`src/rtl/hsrd_pkg.sv`:
```
package hsrd_pkg;

  // i2c target identity and register offsets
  localparam logic [6:0] I2C_TARGET_ADDR = 7'h2c;
  localparam logic [7:0] OFS_TRANSITION = 8'h01;
  localparam logic [7:0] OFS_MODE_SELECT = 8'h03;
  localparam logic [7:0] OFS_STATIC = 8'h0e;
  localparam logic [7:0] OFS_RECEIVE = 8'h25;

  // field positions
  localparam int TRANS_FIELD_HI = 7;
  localparam int TRANS_FIELD_LO = 4;
  localparam int STATIC_FIELD_HI = 3;
  localparam int STATIC_FIELD_LO = 0;
  localparam int CFG_HOLD_BIT = 0;

  // reset values
  localparam logic [7:0] MODE_SELECT_RESET = 8'h01;
  localparam logic [7:0] GAIN_REG_RESET = 8'h00;
  localparam logic [7:0] UNMAPPED_READ = 8'h00;

  // strap decode tables
  localparam logic [3:0] TRANS_LVL0 = 4'h0;
  localparam logic [3:0] TRANS_LVL1 = 4'h3;
  localparam logic [3:0] TRANS_LVL2 = 4'h6;
  localparam logic [3:0] TRANS_LVL3 = 4'ha;
  localparam logic [3:0] STATIC_LVL0 = 4'h0;
  localparam logic [3:0] STATIC_LVL12 = 4'h2;
  localparam logic [3:0] STATIC_LVL3 = 4'h6;
  localparam logic [7:0] RX_LVL_LOW = 8'h00;
  localparam logic [7:0] RX_LVL_MID = 8'h33;
  localparam logic [7:0] RX_LVL_HIGH = 8'h66;

  // timing: i2c enable sample point after leaving shutdown
  localparam int CLK_PERIOD_NS = 5;
  localparam int I2C_SAMPLE_NS = 1000;
  localparam int I2C_SAMPLE_CYC = (I2C_SAMPLE_NS + CLK_PERIOD_NS - 1) / CLK_PERIOD_NS;

  // three-level receive sensitivity strap as resolved by the pad
  typedef enum logic [1:0] {
    HSRD_RX_LOW,
    HSRD_RX_MID,
    HSRD_RX_HIGH
  } hsrd_rx_lvl_t;

  typedef enum logic [2:0] {
    HSRD_SHUTDOWN,
    HSRD_IDLE,
    HSRD_LOW_SPEED,
    HSRD_FULL_SPEED,
    HSRD_HIGH_SPEED,
    HSRD_COMPLIANCE
  } hsrd_mode_t;

endpackage : hsrd_pkg

```
`src/rtl/hsrd_mode_fsm.sv`:
```
`timescale 1ns/10ps
module hsrd_mode_fsm (
  input wire logic clk,
  input wire logic rst_n,
  input wire logic active_low_reset_in,
  input wire logic hold_in,
  input wire logic ls_detect_in,
  input wire logic fs_detect_in,
  input wire logic hs_detect_in,
  input wire logic fixture_detect_in,
  output hsrd_pkg::hsrd_mode_t mode_r,
  output logic connection_detect_r,
  output logic hs_active_r,
  output logic comp_enable_r
);
  import hsrd_pkg::*;

  hsrd_mode_t mode_nxt;
  logic hs_seen_r;
  logic hs_seen_nxt;
  logic connection_detect_nxt;
  logic hs_active_nxt;
  logic comp_enable_nxt;

  // fixture outranks speed; no detect at all means disconnected
  function automatic hsrd_mode_t pick_speed(input logic ls, input logic fs,
                                            input logic hs, input logic fix);
    if (fix) begin
      return HSRD_COMPLIANCE;
    end else if (hs) begin
      return HSRD_HIGH_SPEED;
    end else if (fs) begin
      return HSRD_FULL_SPEED;
    end else if (ls) begin
      return HSRD_LOW_SPEED;
    end
    return HSRD_IDLE;
  endfunction : pick_speed

  always_comb begin
    mode_nxt = mode_r;
    hs_seen_nxt = hs_seen_r;
    if (!rst_n) begin
      mode_nxt = HSRD_SHUTDOWN;
      hs_seen_nxt = 1'b0;
    end else if (!active_low_reset_in) begin
      mode_nxt = HSRD_SHUTDOWN;
      if (mode_r == HSRD_HIGH_SPEED) begin
        hs_seen_nxt = 1'b1;
      end
    end else if (mode_r == HSRD_SHUTDOWN) begin
      mode_nxt = hs_seen_r ? HSRD_COMPLIANCE : HSRD_IDLE;
      hs_seen_nxt = 1'b0;
    end else if (!hold_in) begin
      unique case (mode_r)
        HSRD_IDLE, HSRD_LOW_SPEED, HSRD_FULL_SPEED, HSRD_HIGH_SPEED: begin
          mode_nxt = pick_speed(ls_detect_in, fs_detect_in, hs_detect_in,
                                fixture_detect_in);
        end
        HSRD_COMPLIANCE: begin
          // test mode is left only when both the hs and fixture detects are low
          if (!hs_detect_in && !fixture_detect_in) begin
            mode_nxt = HSRD_IDLE;
          end
        end
        default: begin
          mode_nxt = HSRD_SHUTDOWN;
        end
      endcase
    end
  end

  always_comb begin
    connection_detect_nxt = 1'b0;
    hs_active_nxt = 1'b0;
    comp_enable_nxt = 1'b0;
    unique case (mode_nxt)
      HSRD_LOW_SPEED: connection_detect_nxt = 1'b1;
      HSRD_FULL_SPEED: connection_detect_nxt = 1'b1;
      HSRD_HIGH_SPEED: begin
        connection_detect_nxt = 1'b1;
        hs_active_nxt = 1'b1;
        comp_enable_nxt = 1'b1;
      end
      HSRD_COMPLIANCE: begin
        hs_active_nxt = 1'b1;
        comp_enable_nxt = 1'b1;
      end
      default: begin
        connection_detect_nxt = 1'b0;
      end
    endcase
  end

  always_ff @(posedge clk) begin
    mode_r <= mode_nxt;
    hs_seen_r <= hs_seen_nxt;
    connection_detect_r <= connection_detect_nxt;
    hs_active_r <= hs_active_nxt;
    comp_enable_r <= comp_enable_nxt;
  end

endmodule : hsrd_mode_fsm

```
`src/rtl/hsrd_top.sv`:
```
`timescale 1ns/10ps
// Function
// - low speed: no compensation, detect high
// - full speed: no compensation, detect high
// - high speed: compensation from gain settings
// - high speed boost: both indications high
// - fixture: eye test, detect low, hs high
// - reset pulse in high speed: compliance mode
// - reset pin low: shutdown, both outputs low
// - standard mode i2c target for configuration
// - i2c enabled if lines high after shutdown
// - answer at seven-bit address 0x2c
// - charge port controller on when pin low
// - transition field loads mapped boost strap
// - static field loads mapped boost strap
// - receive field loads mapped sensitivity strap
// - hold bit resets to configuration mode
// - boost strap sampled only at reset release
// - boost strap gives four levels
// - sensitivity strap gives three levels
module hsrd_top (
  input wire logic clk,
  input wire logic rst_n,
  input wire logic active_low_reset_in,
  input wire logic [1:0] boost_strap_in,
  input hsrd_pkg::hsrd_rx_lvl_t rx_gain_strap_pin,
  input wire logic charge_port_enable_n,
  input wire logic ls_detect_in,
  input wire logic fs_detect_in,
  input wire logic hs_detect_in,
  input wire logic fixture_detect_in,
  input wire logic scl_in,
  input wire logic sda_in,
  output logic sda_out,
  output logic sda_oe,
  output logic connection_detect_out,
  output logic hs_active_out,
  output logic comp_enable_out,
  output logic [3:0] transition_gain_out,
  output logic [3:0] static_gain_out,
  output logic [7:0] rx_gain_out,
  output logic charge_port_on_out,
  output logic i2c_enabled_out
);
  import hsrd_pkg::*;

  typedef enum logic [2:0] {
    HSRD_I2C_IDLE,
    HSRD_I2C_ADDR,
    HSRD_I2C_ADDR_ACK,
    HSRD_I2C_WRITE,
    HSRD_I2C_WRITE_ACK,
    HSRD_I2C_READ,
    HSRD_I2C_READ_ACK
  } hsrd_i2c_st_t;

  localparam logic [7:0] SAMPLE_LOAD = 8'(I2C_SAMPLE_CYC);

  // register bank
  logic [7:0] transition_gain_setting_r;
  logic [7:0] transition_gain_setting_nxt;
  logic [7:0] mode_select_r;
  logic [7:0] mode_select_nxt;
  logic [7:0] static_gain_setting_r;
  logic [7:0] static_gain_setting_nxt;
  logic [7:0] receive_gain_setting_r;
  logic [7:0] receive_gain_setting_nxt;
  logic load_pend_r;
  logic load_pend_nxt;
  logic i2c_en_r;
  logic i2c_en_nxt;
  logic [7:0] sample_cnt_r;
  logic [7:0] sample_cnt_nxt;
  logic charge_port_r;
  logic charge_port_nxt;

  // i2c engine
  hsrd_i2c_st_t i2c_st_r;
  hsrd_i2c_st_t i2c_st_nxt;
  logic [3:0] bit_cnt_r;
  logic [3:0] bit_cnt_nxt;
  logic [7:0] shift_r;
  logic [7:0] shift_nxt;
  logic [7:0] offset_r;
  logic [7:0] offset_nxt;
  logic offset_phase_r;
  logic offset_phase_nxt;
  logic read_dir_r;
  logic read_dir_nxt;
  logic sda_oe_r;
  logic sda_oe_nxt;
  logic sda_out_r;
  logic scl_q_r;
  logic sda_q_r;
  logic scl_rise;
  logic scl_fall;
  logic bus_start;
  logic bus_stop;
  logic wr_stb;
  logic [7:0] rd_data;
  logic hold_req;

  function automatic logic [3:0] map_transition(input logic [1:0] lvl);
    unique case (lvl)
      2'h0: return TRANS_LVL0;
      2'h1: return TRANS_LVL1;
      2'h2: return TRANS_LVL2;
      default: return TRANS_LVL3;
    endcase
  endfunction : map_transition

  function automatic logic [3:0] map_static(input logic [1:0] lvl);
    unique case (lvl)
      2'h0: return STATIC_LVL0;
      2'h1, 2'h2: return STATIC_LVL12;
      default: return STATIC_LVL3;
    endcase
  endfunction : map_static

  function automatic logic [7:0] map_receive(input hsrd_rx_lvl_t lvl);
    case (lvl)
      HSRD_RX_LOW: return RX_LVL_LOW;
      HSRD_RX_MID: return RX_LVL_MID;
      HSRD_RX_HIGH: return RX_LVL_HIGH;
      default: return RX_LVL_MID;
    endcase
  endfunction : map_receive

  always_comb begin
    unique case (offset_r)
      OFS_TRANSITION: rd_data = transition_gain_setting_r;
      OFS_MODE_SELECT: rd_data = mode_select_r;
      OFS_STATIC: rd_data = static_gain_setting_r;
      OFS_RECEIVE: rd_data = receive_gain_setting_r;
      default: rd_data = UNMAPPED_READ;
    endcase
  end

  always_comb begin
    transition_gain_setting_nxt = transition_gain_setting_r;
    mode_select_nxt = mode_select_r;
    static_gain_setting_nxt = static_gain_setting_r;
    receive_gain_setting_nxt = receive_gain_setting_r;
    load_pend_nxt = load_pend_r;
    i2c_en_nxt = i2c_en_r;
    sample_cnt_nxt = sample_cnt_r;
    charge_port_nxt = ~charge_port_enable_n;
    if (!rst_n) begin
      transition_gain_setting_nxt = GAIN_REG_RESET;
      mode_select_nxt = MODE_SELECT_RESET;
      static_gain_setting_nxt = GAIN_REG_RESET;
      receive_gain_setting_nxt = GAIN_REG_RESET;
      load_pend_nxt = 1'b1;
      i2c_en_nxt = 1'b0;
      sample_cnt_nxt = 8'h00;
      charge_port_nxt = 1'b0;
    end else if (!active_low_reset_in || load_pend_r) begin
      transition_gain_setting_nxt[TRANS_FIELD_HI:TRANS_FIELD_LO] =
        map_transition(boost_strap_in);
      static_gain_setting_nxt[STATIC_FIELD_HI:STATIC_FIELD_LO] =
        map_static(boost_strap_in);
      receive_gain_setting_nxt = map_receive(rx_gain_strap_pin);
      mode_select_nxt = MODE_SELECT_RESET;
      load_pend_nxt = 1'b0;
      i2c_en_nxt = 1'b0;
      sample_cnt_nxt = SAMPLE_LOAD;
    end else begin
      if (sample_cnt_r != 8'h00) begin
        sample_cnt_nxt = sample_cnt_r - 8'h01;
        if (sample_cnt_r == 8'h01) begin
          i2c_en_nxt = scl_in & sda_in;
        end
      end
      if (wr_stb) begin
        // unlisted offsets swallow the write and read back as zero
        unique case (offset_r)
          OFS_TRANSITION: transition_gain_setting_nxt = shift_r;
          OFS_MODE_SELECT: mode_select_nxt = shift_r;
          OFS_STATIC: static_gain_setting_nxt = shift_r;
          OFS_RECEIVE: receive_gain_setting_nxt = shift_r;
          default: begin
            mode_select_nxt = mode_select_r;
          end
        endcase
      end
    end
  end

  always_ff @(posedge clk) begin
    transition_gain_setting_r <= transition_gain_setting_nxt;
    mode_select_r <= mode_select_nxt;
    static_gain_setting_r <= static_gain_setting_nxt;
    receive_gain_setting_r <= receive_gain_setting_nxt;
    load_pend_r <= load_pend_nxt;
    i2c_en_r <= i2c_en_nxt;
    sample_cnt_r <= sample_cnt_nxt;
    charge_port_r <= charge_port_nxt;
  end

  assign scl_rise = scl_in & ~scl_q_r;
  assign scl_fall = ~scl_in & scl_q_r;
  assign bus_start = scl_in & scl_q_r & sda_q_r & ~sda_in;
  assign bus_stop = scl_in & scl_q_r & ~sda_q_r & sda_in;

  always_comb begin
    i2c_st_nxt = i2c_st_r;
    bit_cnt_nxt = bit_cnt_r;
    shift_nxt = shift_r;
    offset_nxt = offset_r;
    offset_phase_nxt = offset_phase_r;
    read_dir_nxt = read_dir_r;
    sda_oe_nxt = sda_oe_r;
    wr_stb = 1'b0;
    if (!rst_n || !i2c_en_r) begin
      i2c_st_nxt = HSRD_I2C_IDLE;
      bit_cnt_nxt = 4'h0;
      shift_nxt = 8'h00;
      offset_phase_nxt = 1'b1;
      read_dir_nxt = 1'b0;
      sda_oe_nxt = 1'b0;
      if (!rst_n) begin
        offset_nxt = 8'h00;
      end
    end else if (bus_start) begin
      i2c_st_nxt = HSRD_I2C_ADDR;
      bit_cnt_nxt = 4'h0;
      offset_phase_nxt = 1'b1;
      sda_oe_nxt = 1'b0;
    end else if (bus_stop) begin
      i2c_st_nxt = HSRD_I2C_IDLE;
      sda_oe_nxt = 1'b0;
    end else if (scl_rise) begin
      unique case (i2c_st_r)
        HSRD_I2C_ADDR, HSRD_I2C_WRITE: begin
          shift_nxt = {shift_r[6:0], sda_in};
          bit_cnt_nxt = bit_cnt_r + 4'h1;
        end
        HSRD_I2C_READ_ACK: begin
          // a nack ends the read; wait for stop or repeated start
          if (sda_in) begin
            i2c_st_nxt = HSRD_I2C_IDLE;
          end
        end
        default: begin
          bit_cnt_nxt = bit_cnt_r;
        end
      endcase
    end else if (scl_fall) begin
      unique case (i2c_st_r)
        HSRD_I2C_ADDR: begin
          if (bit_cnt_r == 4'h8) begin
            if (shift_r[7:1] == I2C_TARGET_ADDR) begin
              read_dir_nxt = shift_r[0];
              sda_oe_nxt = 1'b1;
              i2c_st_nxt = HSRD_I2C_ADDR_ACK;
            end else begin
              i2c_st_nxt = HSRD_I2C_IDLE;
            end
          end
        end
        HSRD_I2C_ADDR_ACK: begin
          bit_cnt_nxt = 4'h0;
          if (read_dir_r) begin
            shift_nxt = rd_data;
            sda_oe_nxt = ~rd_data[7];
            i2c_st_nxt = HSRD_I2C_READ;
          end else begin
            sda_oe_nxt = 1'b0;
            i2c_st_nxt = HSRD_I2C_WRITE;
          end
        end
        HSRD_I2C_WRITE: begin
          if (bit_cnt_r == 4'h8) begin
            sda_oe_nxt = 1'b1;
            i2c_st_nxt = HSRD_I2C_WRITE_ACK;
            if (offset_phase_r) begin
              offset_nxt = shift_r;
              offset_phase_nxt = 1'b0;
            end else begin
              wr_stb = 1'b1;
            end
          end
        end
        HSRD_I2C_WRITE_ACK: begin
          sda_oe_nxt = 1'b0;
          bit_cnt_nxt = 4'h0;
          i2c_st_nxt = HSRD_I2C_WRITE;
        end
        HSRD_I2C_READ: begin
          if (bit_cnt_r == 4'h7) begin
            sda_oe_nxt = 1'b0;
            i2c_st_nxt = HSRD_I2C_READ_ACK;
          end else begin
            bit_cnt_nxt = bit_cnt_r + 4'h1;
            shift_nxt = {shift_r[6:0], 1'b0};
            sda_oe_nxt = ~shift_r[6];
          end
        end
        HSRD_I2C_READ_ACK: begin
          // no auto-increment: repeated reads return the same register
          shift_nxt = rd_data;
          sda_oe_nxt = ~rd_data[7];
          bit_cnt_nxt = 4'h0;
          i2c_st_nxt = HSRD_I2C_READ;
        end
        default: begin
          sda_oe_nxt = 1'b0;
        end
      endcase
    end
  end

  always_ff @(posedge clk) begin
    i2c_st_r <= i2c_st_nxt;
    bit_cnt_r <= bit_cnt_nxt;
    shift_r <= shift_nxt;
    offset_r <= offset_nxt;
    offset_phase_r <= offset_phase_nxt;
    read_dir_r <= read_dir_nxt;
    sda_oe_r <= sda_oe_nxt;
    sda_out_r <= 1'b0;
    scl_q_r <= rst_n ? scl_in : 1'b1;
    sda_q_r <= rst_n ? sda_in : 1'b1;
  end

  assign hold_req = i2c_en_r & mode_select_r[CFG_HOLD_BIT];

  hsrd_mode_fsm u_mode (
    .clk(clk),
    .rst_n(rst_n),
    .active_low_reset_in(active_low_reset_in),
    .hold_in(hold_req),
    .ls_detect_in(ls_detect_in),
    .fs_detect_in(fs_detect_in),
    .hs_detect_in(hs_detect_in),
    .fixture_detect_in(fixture_detect_in),
    .mode_r(),
    .connection_detect_r(connection_detect_out),
    .hs_active_r(hs_active_out),
    .comp_enable_r(comp_enable_out)
  );

  assign sda_out = sda_out_r;
  assign sda_oe = sda_oe_r;
  assign transition_gain_out = transition_gain_setting_r[TRANS_FIELD_HI:TRANS_FIELD_LO];
  assign static_gain_out = static_gain_setting_r[STATIC_FIELD_HI:STATIC_FIELD_LO];
  assign rx_gain_out = receive_gain_setting_r;
  assign charge_port_on_out = charge_port_r;
  assign i2c_enabled_out = i2c_en_r;

endmodule : hsrd_top

```
`config.mk`:
```
export PLATFORM = sky130hd
export DESIGN_NAME = hsrd_top
export DESIGN_NICKNAME = d
export VERILOG_FILES = /design/src/rtl/hsrd_pkg.sv /design/src/rtl/hsrd_mode_fsm.sv /design/src/rtl/hsrd_top.sv
export SDC_FILE = /design/constraint.sdc
export NUM_CORES = 1
export LEC_CHECK = 0
export BUFFER_PORTS_ARGS = -buffer_cell sky130_fd_sc_hd__buf_2
export CAP_MARGIN = 10
export CORE_ASPECT_RATIO = 0.75
export CORE_MARGIN = 3
export CORE_UTILIZATION = 35
export DETAILED_ROUTE_END_ITERATION = 10
export GPL_TIMING_DRIVEN = 0
export MAX_ROUTING_LAYER = met4
export PLACE_DENSITY = 0.58
export SETUP_SLACK_MARGIN = 0.15
export SLEW_MARGIN = 0
export SYNTH_ARGS = -nofsm -noshare
export SYNTH_HDL_FRONTEND = slang
export SYNTH_SLANG_ARGS = --single-unit
```
`constraint.sdc`:
```
create_clock -name clk -period 3 [get_ports clk]
set_input_delay 0.3 -clock clk [delete_from_list [all_inputs] [get_ports clk]]
set_output_delay 0.3 -clock clk [all_outputs]
set_load 0.05 [all_outputs]
```
==> flow_summary.ini, run 1 <==
[outcome]
outcome = completed

[sta]
clock_skews_ns = 0.00688
final_max_slew_viol_count = 0
report.final.hold_viol_count = 0
achievable-frequency_mhz = 392
final.setup.tns_ns = 0
worst_slew_pin_tran_ns = 1.17
worst_slew_margin_rel = 0.211
rsz0062_at_grt = no
finalSetupViolCount = 0
final_period_minus_worst_setup_slack_ns = 2.55
final_min_period_over_clock_period = 0.851

[worst_hold_path]
min-delay-start = charge_port_enable_n
whs_path_depth = 2
hold_path_class = in2reg
min_to = charge_port_on_out

[critical_path]
timing.setup.critical_path_class = reg2reg
worstSetupStartpoint = offset_r[1]
worstPathArrival_ns = 2.77
timing.reg2reg.setup_slack_ns = 0.45
start_of_the_worst_register_to_register_path = offset_r[1]
category_of_the_worst_setup_path_capture_point = register
ff2ff_path_depth = 4
critPathRequiredTime_ns = 3.22
r2r_end = rx_gain_out[2]
crit_path_max_fanout = 10
setup.worst_path.start_class = register

[cts]
cts.reportedPaths.clkPinSlew_ns = 0.06
cts_max_level = 3
number_of_buffers_inserted_during_clock_tree_synthesis = 9
worst_skew_pair_latency_ns = 0.34
cts_hold_buf = 0
cts-root-to-sink-buffers = 2
cts_tree = done
cts.sink_count = 77
cts_setup_buffers = 0
cts-resized-gates = 0
clockRootBuffer = sky130_fd_sc_hd__clkbuf_16

[floorplanning]
design.portCount = 37
fp.coreArea_mm2 = 0.0111
rows = 33
die-width_um = 130
initial_core_util = 0.364
design.die.area_mm2 = 0.0129
floorplan.die.height_um = 99.1

[global_routing]
grt_antenna_before_repair = 0
grt_pass1_vias = 3203
global_route_wire_length_before_repair_um = 16800
global_route.usage.total = 0.170
grt_max_degree = 14
grt_remaining_overflow = 0

[finish]
drive_gt1_frac = 0.174
area.growth.synth_to_final_pct = 17.1
fin_nets = 516
filler_cell_count = 1050
insertedDiodeCount = 0
fin_area_mm2 = 0.00473
regArea_mm2 = 0.00162
multi_input_comb_area_mm2 = 0.00220

[synthesis]
dominantRegCellSynth = sky130_fd_sc_hd__dfxtp_1
async_reset_ff_frac = 0
mappedNetlistNets = 469
synth.cell_area_mm2 = 0.00404
ys.warnings.count = 0
synth.top_cell.area_share = 0.342
yosys-top-cells-area = sky130_fd_sc_hd__dfxtp_1 (34%), sky130_fd_sc_hd__mux2i_1 (7.4%), sky130_fd_sc_hd__edfxtp_1 (5.9%), sky130_fd_sc_hd__nor2_1 (3.9%), sky130_fd_sc_hd__a21oi_1 (3.8%)
synth_largest_area_cell = sky130_fd_sc_hd__dfxtp_1
yosysUniqueCellTypes = 66
yosys_register_bits = 77
postSynthAreaPerCell_um2 = 9.02
synth_enable_flop_cells = 8
syn_inst = 448
yosysSeqAreaShare = 0.401

[power_and_ir_drop]
leakagePower_nw = 1.92
power_density_mw_per_mm2 = 536
vdd_drop_max_uv = 320

[drt]
routed-via-count = 3535
wl_um = 10500
post-route-drc-count = 0
ant_nets = 0
drt_iter0_drc = 353
post_drt_via_cell_ratio = 5.52
drtPass1Iterations = 7
wl_per_cell_um = 16.4

[placed_design]
detailed_place.area_mm2 = 0.00439
dp_hpwl_um = 7840
finalWeightedCongestion = 0.909
io_buffers = 35

[job]
max_cap_violations = 0
[layout make-up]
class | instances | area share
multi-input combinational | 325 | 0.465
sequential | 77 | 0.342
clock buffer | 11 | 0.0536
timing repair buffer | 36 | 0.0386
tap | 140 | 0.0370
buffer | 34 | 0.0365
clock inverter | 5 | 0.0169
inverter | 12 | 0.00951
[placed cells by master, fill, tap and decap left out, types with 3 or more instances in the layout]
cell type and instances:
sky130_fd_sc_hd__mux2i_1 30, sky130_fd_sc_hd__a2bb2oi_1 7, sky130_fd_sc_hd__nand3b_1 5, sky130_fd_sc_hd__dfxtp_1 69, sky130_fd_sc_hd__a31oi_1 4, sky130_fd_sc_hd__a21boi_0 4, sky130_fd_sc_hd__nor2_1 42, sky130_fd_sc_hd__o211ai_1 3
sky130_fd_sc_hd__buf_4 10, sky130_fd_sc_hd__nor2b_1 8, sky130_fd_sc_hd__o21ai_0 22, sky130_fd_sc_hd__a222oi_1 7, sky130_fd_sc_hd__or2_2 5, sky130_fd_sc_hd__o31ai_1 3, sky130_fd_sc_hd__buf_2 41, sky130_fd_sc_hd__a211oi_1 3
sky130_fd_sc_hd__nand4b_1 3, sky130_fd_sc_hd__clkbuf_16 10, sky130_fd_sc_hd__xnor2_1 8, sky130_fd_sc_hd__edfxtp_1 8, sky130_fd_sc_hd__and2_1 4, sky130_fd_sc_hd__nand3_1 10, sky130_fd_sc_hd__and3_1 11, sky130_fd_sc_hd__a22o_1 7
sky130_fd_sc_hd__inv_1 12, sky130_fd_sc_hd__nand2_1 34, sky130_fd_sc_hd__and3b_1 5, sky130_fd_sc_hd__nand4_1 5, sky130_fd_sc_hd__nor3b_1 3, sky130_fd_sc_hd__clkbuf_1 17, sky130_fd_sc_hd__nor3_1 9, sky130_fd_sc_hd__nor4_1 3
sky130_fd_sc_hd__a21oi_1 31, sky130_fd_sc_hd__nand2b_1 6, sky130_fd_sc_hd__ha_1 7
[where the power goes]
part	switching, W	leakage [nW]	internal [W]	total [W]
combinational	0.000158	1.11	0.0000809	0.000239
sequential	0.0000232	0.645	0.00107	0.00109
clock	0.000431	0.165	0.000780	0.00121
total	0.000612	1.92	0.00193	0.00254
[cells by family after synthesis]
kind of cell / share of synthesized area
multiplexers: 0.0771
buffers and inverters: 0.0539
flip-flops: 0.401
other: 0.000928
AO/OA/AOI/OAI: 0.192
adder cells (fa/ha/maj): 0.0217
AND/OR/NAND/NOR: 0.234
XOR/XNOR: 0.0195
[per-layer routing]
metal  global-route usage  up-vias  part of all wire
met5                    -        -                 0
li1                     -     1725                 -
met3               0.0379        9             0.058
met2                0.230      115              0.42
met4               0.0471        0            0.0098
met1                0.253     1686              0.51
[flip-flops by register name (all words and copies together) (netlist names), 3 cells and up]
signal and count:
offset_r 8, bit_cnt_r 4, transition_gain_setting_r 8, shift_r 8, u_mode.mode_r 3, i2c_st_r 3
static_gain_setting_r 8, sample_cnt_r 8, mode_select_r 8, rx_gain_out 8
[synth_stat cells, types with 8 or more instances]
library cell and instances:
sky130_fd_sc_hd__dfxtp_1 69, sky130_fd_sc_hd__nor2_1 42, sky130_fd_sc_hd__nand2_1 34, sky130_fd_sc_hd__a21oi_1 31
sky130_fd_sc_hd__mux2i_1 30, sky130_fd_sc_hd__o21ai_0 22, sky130_fd_sc_hd__clkbuf_1 16, sky130_fd_sc_hd__inv_1 12
sky130_fd_sc_hd__and3_1 11, sky130_fd_sc_hd__buf_4 10, sky130_fd_sc_hd__nand3_1 10, sky130_fd_sc_hd__nor3_1 9
sky130_fd_sc_hd__edfxtp_1 8, sky130_fd_sc_hd__nor2b_1 8, sky130_fd_sc_hd__xnor2_1 8
[critical path, cell delays in order (launching register included)]
cell,delay [ns]
sky130_fd_sc_hd__edfxtp_1,0.38
sky130_fd_sc_hd__nand2b_1,0.20
sky130_fd_sc_hd__nor3_1,0.94
sky130_fd_sc_hd__nand3_2,0.48
sky130_fd_sc_hd__o311a_1,0.43
[how the worst max path moves through the flow]
stage	cells after the start	slack, ns	end
after CTS	6	0.35	offset_r[1]
after global placement	6	0.38	offset_r[2]
after global routing	5	0.27	rx_gain_out[4]
final	4	0.45	rx_gain_out[2]
after floorplan	6	0.82	offset_r[0]
after detailed placement	6	0.31	offset_r[0]
[through the flow]
stage | worst slack, ns | power, W | util | hold slack, ns | instances
6_report | 0.448 | 0.00254 | 0.426 | 0.109 | 640
5_1_grt | 0.272 | 0.00262 | 0.426 | 0.108 | 640
4_1_cts | 0.352 | 0.00256 | 0.426 | 0.0991 | 639
3_5_place_dp | 0.314 | 0.00135 | 0.396 | 0.452 | 623
3_3_place_gp | 0.375 | 0.00135 | 0.396 | 0.447 | 623
2_1_floorplan | 0.825 | 0.00128 | - | 0.367 | 448
No activity file was read; power rests on OpenSTA's default activity.
==> run 2, diff against run 1 <==
--- a/config.mk
+++ b/config.mk
@@ -8,12 +8,10 @@
 export BUFFER_PORTS_ARGS = -buffer_cell sky130_fd_sc_hd__buf_2
 export CAP_MARGIN = 10
 export CORE_ASPECT_RATIO = 0.75
-export CORE_MARGIN = 3
 export CORE_UTILIZATION = 35
 export DETAILED_ROUTE_END_ITERATION = 10
 export GPL_TIMING_DRIVEN = 0
 export MAX_ROUTING_LAYER = met4
-export PLACE_DENSITY = 0.58
 export SETUP_SLACK_MARGIN = 0.15
 export SLEW_MARGIN = 0
 export SYNTH_ARGS = -nofsm -noshare
==> run 2 against run 1 <==
Compared with the run above:
- combinational power hardly changed
- register-to-register slack worse by 0.099 ns
- wire length is 1.7% higher
- non-clock buffer count is 1 lower
- highest routed layer unchanged
- global-route usage is 2.4 points higher
- power is 4.5% lower
- worst setup slack worse by 0.099 ns
==> flow_summary.ini, run 2 (synthesis results as in run 1) <==
[drt]
routedLengthMet1_um = 5370
met3_length_um = 642
highest_layer = met4
drtPass1Iterations = 5
wl_um = 10700
ant_nets = 0
post_drt_via_cell_ratio = 5.55
wl_per_cell_um = 16.7
post-route-drc-count = 0
dr_wl_met2_um = 4560
drt_iter0_drc = 311
routed-via-count = 3547

[global_routing]
grt_remaining_overflow = 0
grt_pass1_vias = 3273
global_route.usage.total = 0.194
global_route_wire_length_before_repair_um = 17400
grt_max_degree = 14
grt_antenna_before_repair = 0

[placed_design]
io_buffers = 35
detailed_place.area_mm2 = 0.00439
dp_hpwl_um = 7860
finalWeightedCongestion = 0.898

[sta]
final_max_slew_viol_count = 0
worst_slew_margin_rel = 0.176
rsz0062_at_grt = no
report.final.hold_viol_count = 0
worst_slew_pin_tran_ns = 1.23
clock_skews_ns = 0.00710
final.setup.tns_ns = 0
final.hold.worst_slack_ns = 0.107
achievable-frequency_mhz = 377
finalSetupViolCount = 0
final_period_minus_worst_setup_slack_ns = 2.65
final_min_period_over_clock_period = 0.884

[finish]
fin_area_mm2 = 0.00470
insertedDiodeCount = 0
drive_gt1_frac = 0.172
area.growth.synth_to_final_pct = 16.2
most-common-layout-cells = sky130_fd_sc_hd__dfxtp_1 (69), sky130_fd_sc_hd__nor2_1 (42), sky130_fd_sc_hd__buf_2 (41), sky130_fd_sc_hd__nand2_1 (34), sky130_fd_sc_hd__a21oi_1 (31)
fin_nets = 515
leading_cell_type_in_the_layout_fill_and_taps_excluded = sky130_fd_sc_hd__dfxtp_1

[cts]
cts-resized-gates = 0
cts-root-to-sink-buffers = 2
cts_tree = done
cts.reportedPaths.clkPinSlew_ns = 0.06
cts_max_level = 3
clockRootBuffer = sky130_fd_sc_hd__clkbuf_16
number_of_buffers_inserted_during_clock_tree_synthesis = 9
cts.sink_count = 77
cts_hold_buf = 0
cts_setup_buffers = 0
worst_skew_pair_latency_ns = 0.34

[power_and_ir_drop]
power_density_mw_per_mm2 = 516
leakagePower_nw = 1.90
vdd_drop_max_uv = 265

[outcome]
outcome = completed

[critical_path]
timing.critical_path.slowest_stage_cell = sky130_fd_sc_hd__o21ai_0
critPathRequiredTime_ns = 2.95
cpPeakStageDelay_ns = 0.94
timing.reg2reg.setup_slack_ns = 0.35
worstPathArrival_ns = 2.60
critical_path.cell_chain = inv_1 > ha_1 > nand3b_1 > a211oi_4 > inv_1 > o21ai_0
crit_path_max_fanout = 8
cpMostUsedCell = sky130_fd_sc_hd__inv_1
category_of_the_worst_setup_path_capture_point = register
timing.setup.critical_path_class = reg2reg
setup.worst_path.start_class = register

[floorplanning]
rows = 33
die-width_um = 126
fp.coreArea_mm2 = 0.0111
design.die.area_mm2 = 0.0120
floorplan.die.height_um = 95.1
initial_core_util = 0.365
design.portCount = 37

[worst_hold_path]
hold_path_class = in2reg

[job]
max_cap_violations = 0
[run 2: report_power, final]
group          switching, W  internal [W]  total (W)
clock              0.000427      0.000668    0.00110
combinational      0.000159     0.0000802   0.000239
sequential        0.0000231       0.00107    0.00109
[run 2: final timing paths]
check                                start                  endpoint  cells past startpoint
setup / recovery              bit_cnt_r[0]               offset_r[3]                      6
hold / removal        charge_port_enable_n        charge_port_on_out                      2
setup reg to reg              bit_cnt_r[0]               offset_r[3]                      6
hold reg to reg   static_gain_setting_r[7]  static_gain_setting_r[7]                      2
[run 2: metal layers]
layer,GRT usage,vias to the layer above
li1,-,1725
met1,0.268,1703
met2,0.282,112
met3,0.0421,7
met4,0.0592,0
met5,-,-
[run 2: layout make-up]
cell class                      instances  area (um^2)
Fill cell                            1077         6370
Multi-Input combinational cell        325         2200
Sequential cell                        77         1620
Clock buffer                           11          243
Timing Repair Buffer                   35          175
Tap cell                              140          175
Buffer                                 34          173
Clock inverter                          5         60.1
Inverter                               12         45.0
[run 2: per-stage QoR]
stage,utilization,instances,setup slack (ns),power (W)
CTS,0.424,639,0.339,0.00244
global placement,0.397,623,0.365,0.00134
global route,0.424,639,0.170,0.00252
finish,0.424,639,0.349,0.00242
detailed placement,0.397,623,0.288,0.00135
floorplan,-,448,0.825,0.00128
[run 2: critical path: cells and delay by family, from the launching register on]
kind / cells / cell delay [ns]
DFF: 1 / 0.34
AOI/OAI and AO/OA: 2 / 1.44
and+or+nand+nor: 1 / 0.20
adders and majority gates: 1 / 0.15
buffers and inverters: 2 / 0.14
